==> config.mk <==
export PLATFORM = sky130hd
export DESIGN_NAME = icrs_top
export DESIGN_NICKNAME = d
export VERILOG_FILES = /design/src/icrs_pkg.sv /design/src/icrs_channel.sv /design/src/icrs_top.sv
export SDC_FILE = /design/constraint.sdc
export NUM_CORES = 1
export LEC_CHECK = 0
export ABC_CLOCK_PERIOD_IN_PS = 2270
export BUFFER_PORTS_ARGS = -buffer_cell sky130_fd_sc_hd__buf_4
export CAP_MARGIN = 0
export CORE_MARGIN = 2
export CORE_UTILIZATION = 50
export CTS_BUF_LIST = sky130_fd_sc_hd__clkbuf_8
export CTS_CLUSTER_SIZE = 10
export DETAILED_ROUTE_END_ITERATION = 6
export PLACE_DENSITY = 0.67
export SYNTH_ARGS = -nofsm -noshare
export SYNTH_HDL_FRONTEND = slang
export SYNTH_SLANG_ARGS = --single-unit
export TNS_END_PERCENT = 50
==> constraint.sdc <==
create_clock -name ref_clk_i -period 2.27 [get_ports ref_clk_i]
set_input_delay 0.1135 -clock ref_clk_i [delete_from_list [all_inputs] [get_ports ref_clk_i]]
set_output_delay 0.1135 -clock ref_clk_i [all_outputs]
set_load 0.1 [all_outputs]
==> src/icrs_pkg.sv <==
package icrs_pkg;
  // ************************************************************
  // timing
  // ************************************************************
  localparam int CLK_PERIOD_NS     = 50;
  localparam int IDLE_TIME_NS      = 1000;   // no-transition interval before refresh
  localparam int WDOG_TIME_NS      = 5000;   // silence before output forced to default
  localparam int SHUTDOWN_TIME_US  = 2000;   // hiccup off time
  // least times round up, longest round down
  localparam int IDLE_CYCLES       = (IDLE_TIME_NS + CLK_PERIOD_NS - 1) / CLK_PERIOD_NS;
  localparam int WDOG_CYCLES       = WDOG_TIME_NS / CLK_PERIOD_NS;
  localparam int SHUTDOWN_CYCLES   = (SHUTDOWN_TIME_US * 1000) / CLK_PERIOD_NS;
  // ************************************************************
  // converter
  // ************************************************************
  localparam int PWM_WIDTH         = 8;
  localparam int SOFT_STEP_CYCLES  = 16;     // cycles between soft-start duty increments
  localparam int DEFAULT_OUT       = 0;      // watchdog and lockout default level
  // pulse encoding on the barrier
  typedef enum logic [1:0] {ICRS_PULSE_NONE, ICRS_PULSE_RISE, ICRS_PULSE_FALL} icrs_pulse_type;
  typedef enum logic [1:0] {ICRS_OFF, ICRS_SOFT, ICRS_NORMAL, ICRS_SHUTDOWN} icrs_conv_type;
endpackage

==> src/icrs_channel.sv <==
`timescale 1ns/1ps
// one isolated channel: encoder on the input side, bistable decoder on the output side
module icrs_channel
  import icrs_pkg::*;
#(
  parameter int IDLE_CNT = IDLE_CYCLES,
  parameter int WDOG_CNT = WDOG_CYCLES
) (
  input  wire logic ref_clk_i,
  input  wire logic reset_i,
  input  wire logic in_side_ok_i,
  input  wire logic out_side_ok_i,
  input  wire logic data_i,
  output logic      data_o
);
  // ************************************************************
  // encoder
  // ************************************************************
  logic            last_in;
  logic [15:0]     idle_cnt;
  logic [1:0]      pulse;
  wire logic       edge_seen  = in_side_ok_i && (data_i != last_in);
  wire logic       refresh_due = in_side_ok_i && (idle_cnt >= 16'(IDLE_CNT - 1));
  wire logic [1:0] next_pulse = !(edge_seen || refresh_due) ? ICRS_PULSE_NONE :
                                data_i ? ICRS_PULSE_RISE : ICRS_PULSE_FALL;

  // edge pulses and idle refresh; lockout keeps the driver quiet
  always_ff @(posedge ref_clk_i) begin
    if (reset_i || !in_side_ok_i) begin
      last_in  <= 1'b0;
      idle_cnt <= '0;
      pulse    <= ICRS_PULSE_NONE;
    end else begin
      last_in  <= data_i;
      pulse    <= next_pulse;
      idle_cnt <= (edge_seen || refresh_due) ? '0 : idle_cnt + 16'h0001;
    end
  end

  // ************************************************************
  // decoder and watchdog
  // ************************************************************
  logic        state;
  logic [15:0] wdog_cnt;
  wire logic   got_pulse = (pulse != ICRS_PULSE_NONE);
  wire logic   wdog_hit  = (wdog_cnt >= 16'(WDOG_CNT - 1));

  // bistable: set by rise, clear by fall, forced low on silence or lockout
  always_ff @(posedge ref_clk_i) begin
    if (reset_i || !out_side_ok_i) begin
      state    <= 1'(DEFAULT_OUT);
      wdog_cnt <= '0;
    end else if (got_pulse) begin
      state    <= (pulse == ICRS_PULSE_RISE);
      wdog_cnt <= '0;
    end else if (wdog_hit) begin
      state    <= 1'(DEFAULT_OUT);
    end else begin
      wdog_cnt <= wdog_cnt + 16'h0001;       // count up until timeout, then hold
    end
  end
  assign data_o = state;

  a_wdog_default: assert property (@(posedge ref_clk_i) disable iff (reset_i)
    out_side_ok_i && wdog_hit && !got_pulse |=> !state)
    else $error("watchdog did not force default");
  a_rise_sets: assert property (@(posedge ref_clk_i) disable iff (reset_i)
    out_side_ok_i && pulse == ICRS_PULSE_RISE |=> state)
    else $error("rise pulse did not set output");
endmodule // icrs_channel

==> src/icrs_top.sv <==
`timescale 1ns/1ps
// What this block does
// - each input edge sends one pulse, rise and fall distinct.
// - output latch set by rise pulse, cleared by fall pulse, holds.
// - idle input beyond 1 us sends periodic refresh of its level.
// - no pulse for about 5 us forces output to default.
// - at power-up converter soft-starts, widening pulse gradually.
// - output above start threshold hands width to secondary feedback.
// - short circuit stops switching about 2 ms, then soft start.
// - fault still present after soft start repeats; cleared goes normal.
// - peak switch current ends the present pulse, each cycle.
// - under primary lockout, oscillator stopped, drivers idle, primary outputs low.
// - primary idle until its supply good; its outputs start low.
// - primary inputs send pulses once released, secondary maybe dead.
// - secondary outputs start low until a pulse arrives.
// - secondary outputs track inputs within about 1 us.
// - on primary loss outputs hold, then default on watchdog or lockout.
module icrs_top
  import icrs_pkg::*;
#(
  parameter int NCH          = 4,
  parameter int SHUTDOWN_CNT = SHUTDOWN_CYCLES,
  parameter int PWM_MAX      = 200
) (
  input  wire logic                 ref_clk_i,
  input  wire logic                 reset_i,
  input  wire logic                 primary_supply_ok_i,
  input  wire logic                 iso_supply_ok_i,
  input  wire logic                 iso_above_start_i,
  input  wire logic                 short_circuit_i,
  input  wire logic                 peak_current_i,
  input  wire logic [PWM_WIDTH-1:0] feedback_duty_i,
  input  wire logic [NCH-1:0]       fwd_data_i,
  input  wire logic [NCH-1:0]       rev_data_i,
  output logic      [NCH-1:0]       fwd_data_o,
  output logic      [NCH-1:0]       rev_data_o,
  output logic                      primary_switch_a_o,
  output logic                      primary_switch_b_o,
  output logic      [1:0]           conv_mode_o
);
  // ************************************************************
  // channels
  // ************************************************************
  logic [NCH-1:0] fwd_raw;
  logic [NCH-1:0] rev_raw;
  // forward: primary to secondary; reverse: secondary to primary
  for (genvar g = 0; g < NCH; g++) begin : g_ch
    icrs_channel u_fwd (
      .ref_clk_i    (ref_clk_i),
      .reset_i      (reset_i),
      .in_side_ok_i (primary_supply_ok_i),
      .out_side_ok_i(iso_supply_ok_i),
      .data_i       (fwd_data_i[g]),
      .data_o       (fwd_raw[g])
    );
    icrs_channel u_rev (
      .ref_clk_i    (ref_clk_i),
      .reset_i      (reset_i),
      .in_side_ok_i (iso_supply_ok_i),
      .out_side_ok_i(primary_supply_ok_i),
      .data_i       (rev_data_i[g]),
      .data_o       (rev_raw[g])
    );
  end
  // outputs registered once more, forced low under lockout
  always_ff @(posedge ref_clk_i) begin
    if (reset_i) begin
      fwd_data_o <= '0;
      rev_data_o <= '0;
    end else begin
      fwd_data_o <= iso_supply_ok_i ? fwd_raw : '0;
      rev_data_o <= primary_supply_ok_i ? rev_raw : '0;
    end
  end

  // ************************************************************
  // converter sequencer
  // ************************************************************
  icrs_conv_type             mode;
  logic [31:0]               timer;
  logic [PWM_WIDTH-1:0]      soft_duty;
  logic [PWM_WIDTH-1:0]      phase;
  logic                      half;       // alternates the two switches
  logic                      cut;        // pulse ended by current limit
  wire logic [PWM_WIDTH-1:0] pwm_max_w  = PWM_WIDTH'(PWM_MAX);
  wire logic                 soft_done  = (soft_duty >= pwm_max_w);
  wire logic                 step_due   = (timer >= 32'(SOFT_STEP_CYCLES - 1));
  wire logic                 off_done   = (timer >= 32'(SHUTDOWN_CNT - 1));
  wire logic [PWM_WIDTH-1:0] duty       = (mode == ICRS_NORMAL) ? feedback_duty_i : soft_duty;
  wire logic                 switching  = (mode == ICRS_SOFT) || (mode == ICRS_NORMAL);
  wire logic                 phase_wrap = (phase == {PWM_WIDTH{1'b1}});
  wire logic                 drive_on   = switching && (phase < duty) && !cut && !peak_current_i;

  // mode machine: soft start, normal, hiccup shutdown
  always_ff @(posedge ref_clk_i) begin
    if (reset_i || !primary_supply_ok_i) begin
      mode      <= ICRS_OFF;
      timer     <= '0;
      soft_duty <= '0;
    end else begin
      unique case (mode)
        ICRS_OFF: begin
          mode <= ICRS_SOFT;
        end
        ICRS_SOFT: begin
          timer <= step_due ? '0 : timer + 32'h1;
          if (step_due && !soft_done) soft_duty <= soft_duty + PWM_WIDTH'(1);
          if (iso_above_start_i && !short_circuit_i) begin
            mode <= ICRS_NORMAL;
          end else if (soft_done && short_circuit_i) begin
            mode <= ICRS_SHUTDOWN;
            timer <= '0;
          end
        end
        ICRS_NORMAL: begin
          if (short_circuit_i) begin
            mode  <= ICRS_SHUTDOWN;
            timer <= '0;
          end
        end
        ICRS_SHUTDOWN: begin
          timer <= timer + 32'h1;
          if (off_done) begin
            mode      <= ICRS_SOFT;
            timer     <= '0;
            soft_duty <= '0;
          end
        end
      endcase
    end
  end

  // oscillator and push-pull drive; peak current cuts the pulse
  always_ff @(posedge ref_clk_i) begin
    if (reset_i || !primary_supply_ok_i) begin
      phase              <= '0;              // oscillator stopped
      half               <= 1'b0;
      cut                <= 1'b0;
      primary_switch_a_o <= 1'b0;
      primary_switch_b_o <= 1'b0;
    end else begin
      phase              <= switching ? phase + PWM_WIDTH'(1) : '0;
      half               <= (switching && phase_wrap) ? !half : half;
      cut                <= (phase_wrap || !switching) ? 1'b0 : (cut | peak_current_i);
      primary_switch_a_o <= drive_on && !half;
      primary_switch_b_o <= drive_on && half;
    end
  end
  assign conv_mode_o = mode;

  // ************************************************************
  // checks: outputs under lockout
  // ************************************************************
  // each direction reads low while its output side is unpowered
  a_lockout_low: assert property (@(posedge ref_clk_i) disable iff (reset_i)
    !iso_supply_ok_i |=> fwd_data_o == '0)
    else $error("output not low under lockout");
  a_rev_lockout: assert property (@(posedge ref_clk_i) disable iff (reset_i)
    !primary_supply_ok_i |=> rev_data_o == '0)
    else $error("primary output not low under lockout");
  // under lockout the oscillator is stopped and the mode held off
  a_off_idle: assert property (@(posedge ref_clk_i) disable iff (reset_i)
    !primary_supply_ok_i |=> mode == ICRS_OFF && phase == '0)
    else $error("oscillator ran under lockout");

  // ************************************************************
  // checks: soft start and regulation
  // ************************************************************
  // a good supply always starts with soft start, never straight into regulation
  a_off_to_soft: assert property (@(posedge ref_clk_i) disable iff (reset_i)
    mode == ICRS_OFF && primary_supply_ok_i |=> mode == ICRS_SOFT)
    else $error("no soft start after supply good");
  // width only grows, and by one step at a time, to limit inrush
  a_soft_growth: assert property (@(posedge ref_clk_i) disable iff (reset_i)
    mode == ICRS_SOFT && $past(mode) == ICRS_SOFT |-> soft_duty >= $past(soft_duty))
    else $error("soft start width shrank");
  a_soft_step: assert property (@(posedge ref_clk_i) disable iff (reset_i)
    mode == ICRS_SOFT && $past(mode) == ICRS_SOFT
    |-> {1'b0, soft_duty} <= {1'b0, $past(soft_duty)} + 9'h001)
    else $error("soft start width jumped");
  a_soft_width: assert property (@(posedge ref_clk_i) disable iff (reset_i)
    mode == ICRS_SOFT && phase >= soft_duty
    |=> !primary_switch_a_o && !primary_switch_b_o)
    else $error("switch on beyond soft start width");
  a_soft_handover: assert property (@(posedge ref_clk_i) disable iff (reset_i)
    mode == ICRS_SOFT && iso_above_start_i && !short_circuit_i && primary_supply_ok_i
    |=> mode == ICRS_NORMAL)
    else $error("no handover to normal");
  // in normal mode the secondary's duty, not the soft start width, bounds the on-time
  a_normal_width: assert property (@(posedge ref_clk_i) disable iff (reset_i)
    mode == ICRS_NORMAL && phase >= feedback_duty_i
    |=> !primary_switch_a_o && !primary_switch_b_o)
    else $error("switch on beyond feedback width");

  // ************************************************************
  // checks: short circuit and current limit
  // ************************************************************
  // the limit acts at once, and a cut pulse stays off to the period end
  a_peak_cuts: assert property (@(posedge ref_clk_i) disable iff (reset_i)
    peak_current_i |=> !primary_switch_a_o && !primary_switch_b_o)
    else $error("switch stayed on at peak current");
  a_cut_holds: assert property (@(posedge ref_clk_i) disable iff (reset_i)
    cut |=> !primary_switch_a_o && !primary_switch_b_o)
    else $error("cut pulse restarted in its period");
  a_short_stop: assert property (@(posedge ref_clk_i) disable iff (reset_i)
    mode == ICRS_NORMAL && short_circuit_i && primary_supply_ok_i
    |=> mode == ICRS_SHUTDOWN ##1 !primary_switch_a_o && !primary_switch_b_o)
    else $error("short did not stop switching");
  a_shutdown_quiet: assert property (@(posedge ref_clk_i) disable iff (reset_i)
    mode == ICRS_SHUTDOWN |=> !primary_switch_a_o && !primary_switch_b_o)
    else $error("switching during hiccup off time");
  // off time over: back to soft start from zero width
  a_hiccup_restart: assert property (@(posedge ref_clk_i) disable iff (reset_i)
    mode == ICRS_SHUTDOWN && off_done && primary_supply_ok_i
    |=> mode == ICRS_SOFT && soft_duty == '0)
    else $error("no soft start after hiccup off time");
  // a short still there at full soft width sends the loop round again
  a_soft_to_off: assert property (@(posedge ref_clk_i) disable iff (reset_i)
    mode == ICRS_SOFT && soft_done && short_circuit_i && primary_supply_ok_i
    |=> mode == ICRS_SHUTDOWN)
    else $error("short at soft start end not shut down");

  // main scenarios
  c_normal: cover property (@(posedge ref_clk_i) mode == ICRS_NORMAL);
  c_hiccup: cover property (@(posedge ref_clk_i) mode == ICRS_SHUTDOWN ##1 mode == ICRS_SOFT);
  c_cut: cover property (@(posedge ref_clk_i) switching && peak_current_i);
  c_soft_done: cover property (@(posedge ref_clk_i) mode == ICRS_SOFT && soft_done);
  c_soft_short: cover property (@(posedge ref_clk_i) mode == ICRS_SOFT ##1 mode == ICRS_SHUTDOWN);
endmodule // icrs_top

==> reports/qor.yml <==
synth:
  synth-seq-cells: 350
  synth_area_per_cell_um2: 10.6
  synth_ff_type: "dfxtp_1"
  synth_top_area_share: 0.582
  synth_top_cell_by_area: "dfxtp_1"
  seq_area_frac_synth: 0.582
  synthesis.area_um2: 12000
  synth_cell_types: 56
  synth_area_leaders: "dfxtp_1 (58%), and2_1 (4.6%), xor2_1 (4.4%)"
  synth_top_cells_by_count: "dfxtp_1 (350), nor2_1 (117), and2_1 (89)"
  synth_edf_count: 0
  syn_inst: 1134
  yosysMostFrequentCell: "dfxtp_1"
  ys_warn_count: 0
  async_flop_share: 0
sta:
  setup_viol: 0
  period_share: 0.901
  max_freq_ghz: 0.489
  relSlewSlack: 0.490
  post-route-min-period_ns: 2.04
  finalWorstSetupSlack_ns: 0.226
  tns_ns: 0
  rsz0062_at_grt: "no"
  clock_skew_ns: 0.0123
  hold_viol: 0
  tightest_slew_ns: 0.766
  slew_violations: 0
outcome:
  outcome: "completed"
global_routing:
  grt_start_max_net_pins: 33
  track_usage: 0.159
  grt_pass1_wl_um: 35000
  gr-total-overflow: 0
  antenna_found_initial: 0
  grt_pass1_vias: 7806
power:
  p_int_mw: 9.42
  power.total_mw: 12.0
  power.density_nw_per_um2: 836
  seqPwrFrac: 0.526
  p_sw_mw: 2.60
  clkPwrFrac: 0.443
  p_comb_frac: 0.032
  swShare: 0.217
  p_leak_nw: 5.92
  ir_worst_vdd_mv: 0.604
worst_setup_path:
  slowest_stage: "or3_1"
  cp_common_cell: "nor2_2"
  required_ns: 2.72
  crit_path_start_kind: "register"
  crit_fanout: 6
  crit_type: "reg2reg"
  crit_path_max_incr_delay_ns: 0.40
  end_kind: "register"
  path_cells: "inv_2, ha_2, nor2b_2, or3_1, or2_1, nor2_2, xnor2_1, nor2_2"
  r2r_slack_ns: 0.23
  crit_arrival_ns: 2.49
floorplanning:
  initial_core_util: 0.511
  io_pins: 35
  die_area_um2: 25300
  fp.dieH_um: 159
  core_um2: 23500
  rows: 56
  die_x_um: 159
detailed_routing:
  drt_iter0_markers: 310
  vias_per_cell: 4.74
  wire_per_inst_um: 11.8
  routed_wl_um: 19900
  postRouteAntennaNets: 0
  detail_route.first_pass.iterations: 4
  drc: 0
  vias: 7971
cts:
  root_buffer: "clkbuf_8"
  path_clk_slew_ns: 0.06
  cts.sinks: 350
  cts_tree: "yes"
  cts_buffer_depth: 3
  cts_buffers: 53
  ctsHtreeMaxLevel: 2
  clk_latency_ns: 0.56
final_layout:
  post-route-util: 0.611
  layoutNonFillerInstCount: 1682
  layout-drive-gt1-share: 0.147
  fillers: 2033
  nets: 1377
  syn_to_final_growth_pct: 19.5
  insertedDiodeCount: 0
placement:
  place_ws_ns: 0.145
  gp_congestion: 0.792
  dp.cells: 1573
  dp_hpwl_um: 13500
  port-buffer-count: 34
flow_run:
  cap_violations: 0
worst_hold_path:
  hold_path_class: "in2reg"
path summary, 6_finish.rpt:
kind / cells after the start / start / end
worst max-delay path: 8 / conv_mode_o[0] / timer[14]
worst min-delay path: 3 / primary_supply_ok_i / phase[1]
worst max register to register: 8 / conv_mode_o[0] / timer[14]
worst min register to register: 1 / g_ch[1].u_rev.pulse[1] / g_ch[1].u_rev.data_o
worst max-delay path, delay by kind of cell, from the launching register on:
family                   cells  cell delay, ns
flip-flops                   1            0.37
AND/OR/NAND/NOR              5            1.14
XOR/XNOR                     1            0.16
adder cells (fa/ha/maj)      1            0.23
buffers and inverters        1            0.05
what timing repair did:
item	4_1_cts	5_1_grt
resized for setup	0	2
hold buffers	13	0
endpoints found under the hold margin	31	0
setup endpoints to repair	0	2
buffers inserted	0	0
power by group through the flow:
stage | registers (mW) | logic, mW | clock network [mW]
finish | 6.32 | 0.381 | 5.32
global route | 6.33 | 0.426 | 5.78
CTS | 6.32 | 0.380 | 5.53
detailed placement | 6.46 | 0.361 | 0
global placement | 6.45 | 0.358 | 0
floorplan | 6.47 | 0.214 | 0
per-layer routing:
metal  global-route usage  vias to the layer above  part of all wire
met5                    0                        -                 0
met4               0.0508                        0             0.022
met3               0.0333                       46             0.033
met2                0.260                       79              0.45
met1                0.211                     3637              0.50
li1                     -                     4209                 -
cell usage in the layout, fill, tap and decap left out, drive strengths merged, types with 17 or more instances in the layout:
cell    synthesis  final
inv             8     22
xor2           61     61
nand4          31     31
ha             32     32
nand2          47     47
and3           24     24
conb            1     88
clkbuf         17     70
and2           89     89
dfxtp         350    350
nor2          147    147
nor4           33     33
nand3          38     38
mux2i          17     17
a21oi          27     27
or3            18     18
nor3           49     49
xnor2          40     40
buf             9     59
metrics by stage:
step           hold slack [ns]  cell area [um^2]
2_1_floorplan            0.193             12400
3_3_place_gp             0.308             13100
3_5_place_dp             0.314             13100
4_1_cts                  0.138             14400
5_1_grt                  0.168             14400
6_report                 0.169             14400
state kept, by name (all words and copies together) (netlist names), 8 cells and up:
name	cells
timer	32
soft_duty	8
g_ch.u_fwd.pulse	8
phase	8
g_ch.u_rev.idle_cnt	64
g_ch.u_rev.pulse	8
g_ch.u_fwd.wdog_cnt	64
g_ch.u_fwd.idle_cnt	64
g_ch.u_rev.wdog_cnt	64
logic make-up after synthesis:
| logic type | synth area share |
|---|---|
| other | 0.000312 |
| AO/OA/AOI/OAI | 0.0507 |
| AND/OR/NAND/NOR | 0.233 |
| buffers and inverters | 0.0129 |
| adder cells (fa/ha/maj) | 0.0333 |
| XOR/XNOR | 0.0735 |
| multiplexers | 0.0141 |
| flip-flops | 0.582 |
final cells by class:
class	instances	area, um^2	area share
clock inverter	26	175	0.0122
tap	319	399	0.0278
clock buffer	70	963	0.0670
multi-input combinational	837	5220	0.363
sequential	350	7010	0.488
inverter	8	30.0	0.00209
timing repair buffer	72	586	0.0407
Note: power is estimated with default switching activity, not from simulation.
